<file path="src/rtl/airr_map.vh">
// Contract
// - bit 7 of the right-input-to-left-ADC register picks single-ended (0) or differential (1), reset 0.
// - bits 6..3 of the right-input-to-left-ADC register hold an attenuation code, 0 to 8 giving 0 dB to -12 dB and connecting.
// - attenuation code 1111 disconnects the input from the left mixer and is the reset value.
// - bits 2..0 of the right-input-to-left-ADC register are read-only zeros, reset 000.
// - the right-ADC register has its own level field in bits 6..3 with the same codes, reset 1111.
// - bit 7 of the right-ADC register picks single-ended or differential on the right path, reset 0.
// - bit 2 of the right-ADC register powers the right ADC up when 1, reset 0.
// - bits 1..0 of the right-ADC register set soft-stepping: 00 every sample, 01 every two, 1x off, reset 00.
// - bit 2 of the common-mode register ties unselected right inputs to the common-mode node, reset 0.
// - bits 7..3 of the common-mode register are reserved with value 01111.
// - bits 1..0 of the common-mode register are reserved with value 00.
`ifndef AIRR_MAP_VH
`define AIRR_MAP_VH
`define AIRR_ADDR_L        8'h15
`define AIRR_ADDR_R        8'h16
`define AIRR_ADDR_CM       8'h17
`define AIRR_BIT_DIFF      7
`define AIRR_LVL_HI        6
`define AIRR_LVL_LO        3
`define AIRR_BIT_PWR       2
`define AIRR_STEP_HI       1
`define AIRR_STEP_LO       0
`define AIRR_BIT_CMEN      2
`define AIRR_LVL_OFF       4'hf
`define AIRR_LVL_MAX       4'h8
`define AIRR_CM_RSVD_HI    5'h0f
`define AIRR_STEP_EVERY1   2'h0
`define AIRR_STEP_EVERY2   2'h1
`define AIRR_RST_BIT       1'h0
`define AIRR_RST_STEP      2'h0
`define AIRR_ZERO3         3'h0
`define AIRR_ZERO2         2'h0
`endif

</file>
<file path="src/rtl/airr_regs.v">
`timescale 1ns/1ps
`include "airr_map.vh"
// two routing registers and the common-mode register for the first right input, plus applied gain outputs
module airr_regs (
	input  wire       i_clock,
	input  wire       i_rst,
	input  wire [7:0] i_addr,
	input  wire       i_wr_en,
	input  wire [7:0] i_wr_data,
	input  wire       i_fs_tick,
	output reg  [7:0] o_rd_data,
	output wire       o_left_diff,
	output wire       o_left_connect,
	output wire [3:0] o_left_level,
	output wire       o_right_diff,
	output wire       o_right_connect,
	output wire [3:0] o_right_level,
	output wire       o_right_adc_power,
	output wire       o_right_cm_tie
);
	// mixer paths fed by the first right input: index 0 is the left mixer, index 1 the right one
	localparam NPATH = 2;
	// width of an input level code
	localparam LW    = 4;

	// stored fields; reserved bits have no flops behind them, so they cannot drift from their fixed value
	reg           l_diff_r;
	reg           l_diff_nxt;
	reg  [LW-1:0] l_lvl_r;
	reg  [LW-1:0] l_lvl_nxt;
	reg           r_diff_r;
	reg           r_diff_nxt;
	reg  [LW-1:0] r_lvl_r;
	reg  [LW-1:0] r_lvl_nxt;
	reg           r_pwr_r;
	reg           r_pwr_nxt;
	reg  [1:0]    r_step_r;
	reg  [1:0]    r_step_nxt;
	reg           cm_en_r;
	reg           cm_en_nxt;
	reg  [7:0]    rd_nxt;

	// write strobes, one per register
	wire          wr_l;
	wire          wr_r;
	wire          wr_cm;

	// per-path views handed to the generate loop
	wire [LW-1:0] tgt_path [0:NPATH-1];
	wire [LW-1:0] lvl_path [0:NPATH-1];
	wire          con_path [0:NPATH-1];

	// a level code connects only when it lies in the valid gain table
	function connects;
		input [LW-1:0] code;
		begin
			connects = (code <= `AIRR_LVL_MAX);
		end
	endfunction

	// address match shared by the write strobes and the read mux
	function hit;
		input [7:0] addr;
		input [7:0] want;
		begin
			hit = (addr == want);
		end
	endfunction

	// level field of a written byte; both routing registers keep it in the same place
	function [LW-1:0] lvl_of;
		input [7:0] data;
		begin
			lvl_of = data[`AIRR_LVL_HI:`AIRR_LVL_LO];
		end
	endfunction

	// a write lands at the edge where the strobe is seen; unmapped addresses are dropped
	assign wr_l  = i_wr_en & hit(i_addr, `AIRR_ADDR_L);
	assign wr_r  = i_wr_en & hit(i_addr, `AIRR_ADDR_R);
	assign wr_cm = i_wr_en & hit(i_addr, `AIRR_ADDR_CM);

	// left routing register: configuration and level follow the written byte
	// the low three bits of the byte are thrown away, which keeps them reading zero
	always @* begin
		l_diff_nxt = l_diff_r;
		l_lvl_nxt  = l_lvl_r;
		if (wr_l) begin
			l_diff_nxt = i_wr_data[`AIRR_BIT_DIFF];
			l_lvl_nxt  = lvl_of(i_wr_data);
		end
	end

	// reset leaves the input single-ended and disconnected from the left mixer
	always @(posedge i_clock) begin
		if (i_rst) begin
			l_diff_r <= `AIRR_RST_BIT;
			l_lvl_r  <= `AIRR_LVL_OFF;
		end else begin
			l_diff_r <= l_diff_nxt;
			l_lvl_r  <= l_lvl_nxt;
		end
	end

	// right routing register: configuration, level, power and stepping rate
	always @* begin
		r_diff_nxt = r_diff_r;
		r_lvl_nxt  = r_lvl_r;
		r_pwr_nxt  = r_pwr_r;
		r_step_nxt = r_step_r;
		if (wr_r) begin
			r_diff_nxt = i_wr_data[`AIRR_BIT_DIFF];
			r_lvl_nxt  = lvl_of(i_wr_data);
			r_pwr_nxt  = i_wr_data[`AIRR_BIT_PWR];
			r_step_nxt = i_wr_data[`AIRR_STEP_HI:`AIRR_STEP_LO];
		end
	end

	// reset powers the right channel down and picks stepping once per sample
	always @(posedge i_clock) begin
		if (i_rst) begin
			r_diff_r <= `AIRR_RST_BIT;
			r_lvl_r  <= `AIRR_LVL_OFF;
			r_pwr_r  <= `AIRR_RST_BIT;
			r_step_r <= `AIRR_RST_STEP;
		end else begin
			r_diff_r <= r_diff_nxt;
			r_lvl_r  <= r_lvl_nxt;
			r_pwr_r  <= r_pwr_nxt;
			r_step_r <= r_step_nxt;
		end
	end

	// common-mode register: only the tie enable is stored
	// the reserved fields are not stored, so a careless write cannot corrupt them
	always @* begin
		cm_en_nxt = cm_en_r;
		if (wr_cm)
			cm_en_nxt = i_wr_data[`AIRR_BIT_CMEN];
	end

	// tie to the common-mode node starts disabled
	always @(posedge i_clock) begin
		if (i_rst)
			cm_en_r <= `AIRR_RST_BIT;
		else
			cm_en_r <= cm_en_nxt;
	end

	// read image of the addressed register; unmapped addresses read zero
	always @* begin
		rd_nxt = 8'h00;
		if (hit(i_addr, `AIRR_ADDR_L))
			rd_nxt = {l_diff_r, l_lvl_r, `AIRR_ZERO3};
		else if (hit(i_addr, `AIRR_ADDR_R))
			rd_nxt = {r_diff_r, r_lvl_r, r_pwr_r, r_step_r};
		else if (hit(i_addr, `AIRR_ADDR_CM))
			rd_nxt = {`AIRR_CM_RSVD_HI, cm_en_r, `AIRR_ZERO2};
	end

	// read data is registered, so it answers one edge after the address is seen
	always @(posedge i_clock) begin
		if (i_rst)
			o_rd_data <= 8'h00;
		else
			o_rd_data <= rd_nxt;
	end

	// programmed targets of the two mixer paths
	assign tgt_path[0] = l_lvl_r;
	assign tgt_path[1] = r_lvl_r;

	// one stepper per path; both share the right register's rate because the left rate field
	// lives outside this block, so a left-only rate change cannot be expressed here
	genvar p;
	generate
		for (p = 0; p < NPATH; p = p + 1) begin : g_path
			airr_stepper #(.W(LW)) u_step (
				.i_clock  (i_clock),
				.i_rst    (i_rst),
				.i_target (tgt_path[p]),
				.i_rate   (r_step_r),
				.i_fs_tick(i_fs_tick),
				.o_level  (lvl_path[p])
			);
			// reserved codes never connect; software is trusted to avoid them
			assign con_path[p] = connects(lvl_path[p]);
		end
	endgenerate

	// applied levels and connections leave per path
	assign o_left_level      = lvl_path[0];
	assign o_right_level     = lvl_path[1];
	assign o_left_connect    = con_path[0];
	assign o_right_connect   = con_path[1];

	// static switch controls come straight from their flops
	assign o_left_diff       = l_diff_r;
	assign o_right_diff      = r_diff_r;
	assign o_right_adc_power = r_pwr_r;
	assign o_right_cm_tie    = cm_en_r;
endmodule // airr_regs

</file>
<file path="src/rtl/airr_stepper.v">
`timescale 1ns/1ps
`include "airr_map.vh"
// applied level tracks the programmed target, one code per stepping interval; connect, disconnect and stepping off act at once
module airr_stepper #(
	parameter W = 4
) (
	input  wire         i_clock,
	input  wire         i_rst,
	input  wire [W-1:0] i_target,
	input  wire [1:0]   i_rate,
	input  wire         i_fs_tick,
	output reg  [W-1:0] o_level
);
	reg  half_r;
	wire step_on  = (i_rate == `AIRR_STEP_EVERY1) | (i_rate == `AIRR_STEP_EVERY2);
	wire step_now = i_fs_tick & ((i_rate == `AIRR_STEP_EVERY1) | half_r);
	wire off_move = (i_target == `AIRR_LVL_OFF) | (o_level == `AIRR_LVL_OFF);

	// connect and disconnect are switch events, so they act at once rather than stepping
	always @(posedge i_clock) begin
		if (i_rst) begin
			o_level <= `AIRR_LVL_OFF;
			half_r  <= 1'b0;
		end else begin
			if (i_fs_tick)
				half_r <= ~half_r;
			if (!step_on || off_move)
				o_level <= i_target;
			else if (step_now && o_level < i_target)
				o_level <= o_level + {{(W-1){1'b0}}, 1'b1};
			else if (step_now && o_level > i_target)
				o_level <= o_level - {{(W-1){1'b0}}, 1'b1};
		end
	end
endmodule // airr_stepper

</file>
<file path="config.mk">
export PLATFORM = sky130hd
export DESIGN_NAME = airr_regs
export DESIGN_NICKNAME = d
export VERILOG_FILES = /design/src/rtl/airr_regs.v /design/src/rtl/airr_stepper.v
export VERILOG_INCLUDE_DIRS = /design/src /design/src/rtl
export SDC_FILE = /design/constraint.sdc
export NUM_CORES = 1
export LEC_CHECK = 0
export BUFFER_PORTS_ARGS = -buffer_cell sky130_fd_sc_hd__buf_2
export CAP_MARGIN = 15
export CORE_UTILIZATION = 25
export DETAILED_ROUTE_END_ITERATION = 7
export PLACE_DENSITY = 0.45
export REMOVE_ABC_BUFFERS = 1
export SYNTH_ARGS = -nofsm -noshare
export SYNTH_HDL_FRONTEND = slang
export SYNTH_SLANG_ARGS = --single-unit
</file>
<file path="constraint.sdc">
create_clock -name i_clock -period 2.9 [get_ports i_clock]
set_input_delay 0 -clock i_clock [delete_from_list [all_inputs] [get_ports i_clock]]
set_output_delay 0 -clock i_clock [all_outputs]
set_load 0.01 [all_outputs]
</file>
== Word level (Yosys, flattened, before mapping) ==
Cells that the tools add are included.

* Register bits: 32
* Bits of input ports: 20
* Output and inout port bits: 22

* Add/sub/neg operators: 4
* Order comparisons: 6
* Equality and inequality tests: 8
* Muxes and demuxes: 9
* Bitwise logic cells: 12
* Reductions and logical operators: 11

{| class="wikitable"
|+ Operator list
! cell !! count
|-
| $eq A8 B5 Y1 const B || 3
|-
| $mux W4 || 6
|-
| $eq A4 B4 Y1 const B || 4
|-
| $mux W8 || 2
|-
| $add A4 B1 Y4 const B || 2
|-
| $gt A4 B4 Y1 || 2
|-
| $le A4 B4 Y1 const B || 2
|-
| $lt A4 B4 Y1 || 2
|-
| $sub A4 B1 Y4 const B || 2
|-
| $mux W7 || 1
|-
| $reduce_bool A3 Y1 || 2
|-
| $and A1 B1 Y1 || 5
|-
| $or A1 B1 Y1 || 5
|-
| $logic_and A1 B1 Y1 || 4
|-
| $eq A2 B1 Y1 const B || 1
|-
| $logic_not A2 Y1 || 1
|-
| $logic_or A1 B1 Y1 || 2
|-
| $not A1 Y1 || 2
|-
| $reduce_or A2 Y1 || 1
|-
| $logic_not A1 Y1 || 1
|}

== Longest topological paths before layout ==
Gate-level depths: netlist (run 1).

* Word-level depth: 7
* Gate-level depth with buffers: 11
* Gate-level depth less buffers: 11

== Hierarchy ==
A second synthesis (run 1) with hierarchy kept.

* Cell total of the unflattened synthesis: 198
* Area, all modules: 1,819.2 um2

{| class="wikitable"
|+ By module, submodules not included
! module !! times used !! cells each !! area each (um2) !! sequential area each (um2)
|-
| airr_stepper || 2 || 53 || 456.7 || 100.1
|-
| airr_regs || 1 || 92 || 905.9 || 440.4
|}

== Worst setup path before layout (run 1) ==
OpenSTA, ideal clock, no wires.

* Path kind: reg2reg
* Start point: register g_path[1].u_step.o_level[1]
* End point: register g_path[1].u_step.o_level[3]
* Library setup time: 125 ps
* Data arrival time: 2,449 ps
* Path slack: 326 ps
* Stages on the path, launching flop included: 11
* Cell sequence: dfxtp_1 ha_1 nor2b_1 o211a_1 or3_1 ha_1 a21o_1 a21oi_1 o21a_1 o21ai_0 nor3b_1

* Cells in the longest elaborated chain, start to end: 4
* Elaborated cells on any way between the ends: 13
* Classes of those cells: add/sub (2); order compare (2); eq/ne (1); mux (3); bitwise (1); reduce/logical (4)

{| class="wikitable"
|+ RTL lines
! item !! RTL line !! RTL
|-
| from (decl) || airr_stepper.v:12 || <nowiki>output reg [W-1:0] o_level</nowiki>
|-
| from (signal assigned) || airr_stepper.v:22 || <nowiki>o_level <= `AIRR_LVL_OFF;</nowiki>
|-
| from (signal assigned) || airr_stepper.v:28 || <nowiki>o_level <= i_target;</nowiki>
|-
| from (signal assigned) || airr_stepper.v:30 || <nowiki>o_level <= o_level + {{(W-1){1'b0}}, 1'b1};</nowiki>
|-
| $sub A4 B1 Y4, or another cell as far along || airr_stepper.v:32 || <nowiki>o_level <= o_level - {{(W-1){1'b0}}, 1'b1};</nowiki>
|-
| $mux W4, or another cell as far along || airr_stepper.v:31 || <nowiki>else if (step_now && o_level > i_target)</nowiki>
|-
| $mux W4 / $logic_or A1 B1 Y1 (equally long branches) || airr_stepper.v:29, airr_stepper.v:27 ||
|-
| $mux W4 / $reduce_bool A3 Y1 (equally long branches) || - ||
|}

Parallel ways exist; a longest one is shown, timed or not. The select of a mux whose other input is x is not followed.
A chain may end at the register's enable or synchronous reset.

== Final worst setup path (run 1) ==
Ends and elaborated chain as after synthesis.

==> impl_metrics.prom, run 1 <==
# TYPE chip_impl_metric gauge
chip_impl_metric{name="critPathArrivalTime",unit="ns"} 2.90
chip_impl_metric{name="max_cap_viol_count",unit=""} 0
chip_impl_metric{name="postCtsResizedCells",unit=""} 0
chip_impl_metric{name="placed_cell_count",unit=""} 331
chip_impl_metric{name="clk_pin_slew",unit="ns"} 0.06
chip_impl_metric{name="antenna_found_initial",unit=""} 0
chip_impl_info{name="run_status",value="completed"} 1
chip_impl_metric{name="seq_area_frac_synth",unit="%"} 35.9
chip_impl_metric{name="net-switching-power",unit="mW"} 0.197
chip_impl_metric{name="cts-htree-levels",unit=""} 2
chip_impl_metric{name="starting_density_of_the_core",unit="%"} 26.1
chip_impl_metric{name="synthesis.area_per_instance",unit="µm²"} 9.16
chip_impl_metric{name="final-instance-count-excl-fill",unit=""} 343
chip_impl_metric{name="first_global_vias",unit=""} 1583
chip_impl_metric{name="avgViaCountPerCell",unit=""} 4.80
chip_impl_metric{name="design.die.area",unit="µm²"} 7480
chip_impl_info{name="synth.area.top_cells",value="dfxtp_1 (36%), ha_1 (8.4%), mux2i_1 (6.2%)"} 1
chip_impl_info{name="holdCritPathClass",value="primary input to flip-flop"} 1
chip_impl_metric{name="row_count",unit=""} 30
chip_impl_metric{name="fin_setup_tns",unit="ns"} 0
chip_impl_metric{name="insertedDiodeCount",unit=""} 0
chip_impl_metric{name="achievable-frequency",unit="MHz"} 367
chip_impl_metric{name="slew_headroom",unit="%"} 56.0
chip_impl_info{name="synth.largest_area_cell",value="dfxtp_1"} 1
chip_impl_metric{name="leakage",unit="nW"} 1.08
chip_impl_metric{name="area_growth_syn_to_layout",unit="%"} 26.1
chip_impl_metric{name="totalWireLength",unit="mm"} 4.52
chip_impl_info{name="rsz0062_at_grt",value="no"} 1
chip_impl_metric{name="drt_iter0_drc",unit=""} 57
chip_impl_metric{name="synth.cell_area",unit="µm²"} 1790
chip_impl_metric{name="post_synth_edffs",unit=""} 0
chip_impl_metric{name="cts_buffer_depth",unit=""} 2
chip_impl_metric{name="power.sequential.fraction",unit="%"} 52.0
chip_impl_metric{name="yosys_warn_count",unit=""} 0
chip_impl_metric{name="worstPathMaxFanout",unit=""} 7
chip_impl_metric{name="synth-async-reset-ratio",unit="%"} 0
chip_impl_metric{name="clock_skew",unit="ns"} 0.00648
chip_impl_metric{name="pre_cts_ws",unit="ns"} 0.180
chip_impl_metric{name="nets_final",unit=""} 280
chip_impl_metric{name="power.ir.vdd_worst",unit="mV"} 0.220
chip_impl_info{name="worst_setup_path_start_kind",value="flip-flop"} 1
chip_impl_metric{name="ys_seq_elements",unit=""} 32
chip_impl_metric{name="io-pin-count",unit=""} 42
chip_impl_metric{name="post-route-period-util",unit="%"} 94.1
chip_impl_metric{name="yosysUniqueCellTypes",unit=""} 43
chip_impl_metric{name="clkPwrFrac",unit="%"} 41.8
chip_impl_metric{name="power.share.combinational",unit="%"} 6.3
chip_impl_metric{name="cts_num_sinks",unit=""} 32
chip_impl_metric{name="die_w",unit="µm"} 86.5
chip_impl_metric{name="gp_congestion",unit=""} 0.801
chip_impl_metric{name="cts-buffers-inserted",unit=""} 5
chip_impl_metric{name="hpwlAfterDp",unit="mm"} 3.36
chip_impl_metric{name="finalMaxSlewViolations",unit=""} 0
chip_impl_metric{name="post-route-worst-setup-slack",unit="ns"} 0.172
chip_impl_info{name="timing_worst_setup_path_type",value="flip-flop to flip-flop"} 1
chip_impl_metric{name="post-route-min-period",unit="ns"} 2.73
chip_impl_metric{name="design.core.area",unit="µm²"} 6830
chip_impl_metric{name="p_int",unit="mW"} 0.662
chip_impl_metric{name="finalCoreUtilization",unit="%"} 32.9
chip_impl_metric{name="antenna_violating_nets_left",unit=""} 0
chip_impl_metric{name="detail_route.first_pass.iterations",unit=""} 4
chip_impl_metric{name="slew_worst_pin",unit="ns"} 0.656
chip_impl_metric{name="final-hold-violation-count",unit=""} 0
chip_impl_metric{name="clkLatencyLatePin",unit="ns"} 0.29
chip_impl_metric{name="share_of_cells_above_drive_strength_1",unit="%"} 23.1
chip_impl_metric{name="grt_first_pass_wirelength",unit="mm"} 7.62
chip_impl_metric{name="synth_cells",unit=""} 195
chip_impl_metric{name="drc",unit=""} 0
chip_impl_metric{name="power_density",unit="nW/µm²"} 382
chip_impl_info{name="tritoncts",value="yes"} 1
chip_impl_metric{name="finalSetupViolations",unit=""} 0
chip_impl_metric{name="synth_top_area_share",unit="%"} 35.9
chip_impl_metric{name="dr_total_vias",unit=""} 1646
chip_impl_info{name="postSynth.topFlopCell",value="dfxtp_1"} 1
chip_impl_info{name="synth.most_common_cell",value="dfxtp_1"} 1
chip_impl_info{name="synth.cells.most_frequent",value="dfxtp_1 (32), nor2_1 (18), a211o_1 (12), a21oi_1 (12), ha_1 (12)"} 1
chip_impl_metric{name="swShare",unit="%"} 22.9
chip_impl_metric{name="grt_start_max_net_pins",unit=""} 29
chip_impl_metric{name="grt_usage",unit="%"} 13.4
chip_impl_metric{name="grt_overflow",unit=""} 0
chip_impl_info{name="cp-end-kind",value="flip-flop"} 1
chip_impl_metric{name="placement.io_buffers",unit=""} 41
chip_impl_metric{name="die_height",unit="µm"} 86.5
chip_impl_metric{name="routedWlPerCell",unit="µm"} 13.2
chip_impl_metric{name="worst_ep_required_time",unit="ns"} 3.07
chip_impl_info{name="clk_root_buffer_cell",value="clkbuf_8"} 1
chip_impl_metric{name="total_power",unit="mW"} 0.859
==> flip-flops by register name, summed over array words and instances, names as in the netlist <==
register and cells:
g_path.u_step.half_r 2, g_path.u_step.o_level 8, l_lvl_r 4, o_left_diff 1, o_rd_data 8, o_right_adc_power 1, o_right_cm_tie 1, o_right_diff 1
r_lvl_r 4, r_step_r 2
==> final timing paths <==
check,from,to,slack (ns),cells past startpoint
hold / removal,i_fs_tick,g_path[1].u_step.half_r,0.02,3
setup reg to reg,g_path[1].u_step.o_level[1],g_path[1].u_step.o_level[3],0.17,10
hold reg to reg,g_path[0].u_step.half_r,g_path[0].u_step.half_r,0.51,2
setup / recovery,g_path[1].u_step.o_level[1],g_path[1].u_step.o_level[3],0.17,10
==> worst max-delay path: stages (launching register included) <==
cell and delay, ns:
dfxtp_1 0.48, ha_1 0.30, nor2b_1 0.14, o211a_1 0.22
or3_1 0.42, ha_1 0.29, a21o_1 0.17, a21oi_1 0.19
nor3_1 0.08, nor4_1 0.24, nor3b_1 0.08
==> logic make-up (layout without fill, tap and decap cells) <==
| group | Yosys count | in the layout | synth area share (%) |
|---|---|---|---|
| muxes | 11 | 11 | 6.17 |
| adders and majority gates | 14 | 14 | 10.7 |
| AOI/OAI and AO/OA | 50 | 50 | 19.3 |
| and+or+nand+nor | 65 | 65 | 20.9 |
| xor gates and xnor gates | 7 | 7 | 3.43 |
| DFF | 32 | 32 | 35.9 |
| buffers and inverters | 16 | 68 | 3.64 |
==> what timing repair did <==
action                                  4_1_cts  5_1_grt
endpoints found under the setup margin        0        0
hold buffers                                  4        0
setup buffers                                 0        0
hold endpoints to repair                      6        0
==> per-stage QoR <==
stage,hold WS (ns),area [µm²]
floorplan,0.0724,1760
global placement,0.251,2120
detailed placement,0.256,2120
CTS,0.00946,2250
global route,0.0243,2250
finish,0.0201,2250
==> cell usage in the layout, fill, tap and decap left out, drive strengths merged, types with 10 or more instances in the layout <==
master / instances
inv: 10
ha: 12
nand2: 10
dfxtp: 32
a211o: 12
o21ai: 10
nor2: 18
mux2i: 11
buf: 46
a21oi: 12
==> power by group through the flow <==
stage	combinational, mW	clock (mW)	sequential (mW)
after floorplan	0.0204	0	0.456
after global placement	0.0505	0	0.456
after detailed placement	0.0509	0	0.456
after CTS	0.0547	0.371	0.446
after global routing	0.0606	0.392	0.446
final	0.0540	0.359	0.446
==> routing by layer <==
metal	global-route usage (%)	wire, µm
met1	17.9	2240
met2	20.5	1970
met3	3.33	214
met4	5.76	92
met5	0	0
==> cell type report <==
class                   count  area (µm²)
flip-flops and latches     32         641
well taps                  96         120
multi-input cells         147        1080
fillers                   746        4580
repair buffers             50         283
inverters                  10        37.5
clock buffers               8        90.1
Power figures use the tool's default switching activity.
==> inputs of run 2 (changes only) <==
CORE_MARGIN = 1.5   (was not set)
SLEW_MARGIN = 20   (was not set)
==> impl_metrics.prom, run 2 (synthesized netlist as in run 1, its figures left out) <==
# TYPE chip_impl_metric gauge
chip_impl_metric{name="totalWireLength",unit="mm"} 4.42
chip_impl_info{name="run_status",value="completed"} 1
chip_impl_metric{name="cts-buffers-inserted",unit=""} 5
chip_impl_metric{name="finalMaxSlewViolations",unit=""} 0
chip_impl_metric{name="design.core.area",unit="µm²"} 6830
chip_impl_metric{name="die_w",unit="µm"} 87.5
chip_impl_metric{name="design.die.area",unit="µm²"} 7660
chip_impl_metric{name="p_int",unit="mW"} 0.661
chip_impl_metric{name="gp_congestion",unit=""} 0.776
chip_impl_metric{name="insertedDiodeCount",unit=""} 0
chip_impl_metric{name="share_of_cells_above_drive_strength_1",unit="%"} 24.0
chip_impl_metric{name="cts_num_sinks",unit=""} 32
chip_impl_metric{name="grt_start_max_net_pins",unit=""} 29
chip_impl_metric{name="nets_final",unit=""} 279
chip_impl_info{name="timing_worst_setup_path_type",value="flip-flop to flip-flop"} 1
chip_impl_metric{name="net-switching-power",unit="mW"} 0.195
chip_impl_metric{name="drc",unit=""} 0
chip_impl_info{name="cp-end-kind",value="flip-flop"} 1
chip_impl_metric{name="met3WireLength",unit="µm"} 198
chip_impl_metric{name="io-pin-count",unit=""} 42
chip_impl_metric{name="clk_pin_slew",unit="ns"} 0.07
chip_impl_info{name="holdCritPathClass",value="primary input to flip-flop"} 1
chip_impl_metric{name="cts-htree-levels",unit=""} 2
chip_impl_metric{name="cts_buffer_depth",unit=""} 2
chip_impl_metric{name="max_cap_viol_count",unit=""} 0
chip_impl_metric{name="finalSetupViolations",unit=""} 0
chip_impl_info{name="rsz0062_at_grt",value="no"} 1
chip_impl_metric{name="fin_setup_tns",unit="ns"} 0
chip_impl_info{name="clk_root_buffer_cell",value="clkbuf_8"} 1
chip_impl_metric{name="routedWlPerCell",unit="µm"} 12.9
chip_impl_metric{name="placed_cell_count",unit=""} 330
chip_impl_metric{name="grt_first_pass_wirelength",unit="mm"} 7.36
chip_impl_metric{name="power.ir.vdd_worst",unit="mV"} 0.329
chip_impl_metric{name="hpwlAfterDp",unit="mm"} 3.27
chip_impl_metric{name="die_height",unit="µm"} 87.5
chip_impl_metric{name="pre_cts_ws",unit="ns"} 0.223
chip_impl_metric{name="antenna_violating_nets_left",unit=""} 0
chip_impl_info{name="layout.cells.most_common_list",value="buf_2 (41), dfxtp_1 (30), nor2_1 (18)"} 1
chip_impl_metric{name="row_count",unit=""} 30
chip_impl_metric{name="slew_worst_pin",unit="ns"} 0.684
chip_impl_info{name="most_frequent_standard_cell_in_the_layout_excluding_fill_and_tap_cells",value="buf_2"} 1
chip_impl_metric{name="postCtsSetupBuffers",unit=""} 0
chip_impl_metric{name="worstPathMaxFanout",unit=""} 7
chip_impl_metric{name="power.sequential.fraction",unit="%"} 52.1
chip_impl_metric{name="grt_overflow",unit=""} 0
chip_impl_metric{name="leakage",unit="nW"} 1.08
chip_impl_metric{name="dr_total_vias",unit=""} 1601
chip_impl_metric{name="power.share.combinational",unit="%"} 6.4
chip_impl_metric{name="slew_headroom",unit="%"} 54.1
chip_impl_metric{name="area_growth_syn_to_layout",unit="%"} 26.0
chip_impl_metric{name="detail_route.first_pass.iterations",unit=""} 4
chip_impl_metric{name="swShare",unit="%"} 22.7
chip_impl_metric{name="wirelength_met1",unit="mm"} 2.18
chip_impl_metric{name="clkLatencyLatePin",unit="ns"} 0.28
chip_impl_metric{name="starting_density_of_the_core",unit="%"} 26.1
chip_impl_metric{name="grt_usage",unit="%"} 12.3
chip_impl_metric{name="achievable-frequency",unit="MHz"} 382
chip_impl_metric{name="finalCoreUtilization",unit="%"} 32.9
chip_impl_metric{name="worst_ep_required_time",unit="ns"} 3.07
chip_impl_metric{name="post-route-min-period",unit="ns"} 2.61
chip_impl_metric{name="power_density",unit="nW/µm²"} 380
chip_impl_metric{name="avgViaCountPerCell",unit=""} 4.68
chip_impl_info{name="highest_layer",value="met4"} 1
chip_impl_metric{name="drt_iter0_drc",unit=""} 53
chip_impl_metric{name="placement.io_buffers",unit=""} 41
chip_impl_info{name="worst_setup_path_start_kind",value="flip-flop"} 1
chip_impl_metric{name="clkPwrFrac",unit="%"} 41.5
chip_impl_metric{name="critPathArrivalTime",unit="ns"} 2.78
chip_impl_metric{name="first_global_vias",unit=""} 1529
chip_impl_metric{name="post-route-worst-setup-slack",unit="ns"} 0.285
chip_impl_info{name="tritoncts",value="yes"} 1
chip_impl_metric{name="post-route-period-util",unit="%"} 90.2
chip_impl_info{name="largest_registers",value="g_path.u_step.o_level (8), o_rd_data (8)"} 1
chip_impl_metric{name="final-hold-violation-count",unit=""} 0
chip_impl_metric{name="antenna_found_initial",unit=""} 0
chip_impl_metric{name="detailroute.wirelength.met2",unit="mm"} 1.97
chip_impl_metric{name="clock_skew",unit="ns"} 0.00871
chip_impl_metric{name="final-instance-count-excl-fill",unit=""} 342
[run 2: layout make-up]
cell class | count | area [µm²]
clock buffers | 7 | 86.3
clock inverters | 1 | 7.51
fillers | 753 | 4580
inverters | 10 | 37.5
multi-input cells | 147 | 1080
flip-flops and latches | 32 | 643
well taps | 96 | 120
repair buffers | 49 | 275
[run 2: final timing paths]
kind                               startpoint                          end  slack (ns)  cells past startpoint
setup / recovery  g_path[1].u_step.o_level[1]  g_path[1].u_step.o_level[3]        0.29                     10
hold / removal                      i_fs_tick      g_path[1].u_step.half_r        0.03                      3
setup reg to reg  g_path[1].u_step.o_level[1]  g_path[1].u_step.o_level[3]        0.29                     10
hold reg to reg       g_path[0].u_step.half_r      g_path[0].u_step.half_r        0.51                      2
[run 2: routing by layer]
layer	GRT usage (%)	vias up
met5	0	-
li1	-	819
met2	18.5	34
met1	16.9	741
met4	4.33	0
met3	3.32	7
[run 2: power groups by stage]
stage | sequential, mW | clock (mW) | combinational (mW)
5_1_grt | 0.446 | 0.395 | 0.0609
3_5_place_dp | 0.456 | 0 | 0.0506
2_1_floorplan | 0.456 | 0 | 0.0204
3_3_place_gp | 0.456 | 0 | 0.0506
6_report | 0.446 | 0.355 | 0.0543
4_1_cts | 0.446 | 0.371 | 0.0551
[run 2: timing repair]
item / 4_1_cts / 5_1_grt
setup endpoints to repair: 0 / 1
endpoints found under the hold margin: 6 / 0
hold buffers: 4 / 0
resized for setup: 0 / 2
[run 2: worst max-delay path, cell delays in order (launching register included)]
cell and delay [ns]:
dfxtp_2 0.37, ha_1 0.31, nor2b_1 0.13, o211a_1 0.23, or3_1 0.42, ha_1 0.29, a21o_1 0.17, a21oi_1 0.18
nor3_1 0.08, nor4_1 0.23, nor3b_1 0.08
[run 2: through the flow]
step	instance area, µm²	hold slack (ns)	power (mW)
6_report	2250	0.0269	0.856
5_1_grt	2250	0.0533	0.902
3_5_place_dp	2110	0.256	0.506
2_1_floorplan	1760	0.0724	0.476
3_3_place_gp	2110	0.249	0.507
4_1_cts	2250	0.0204	0.872
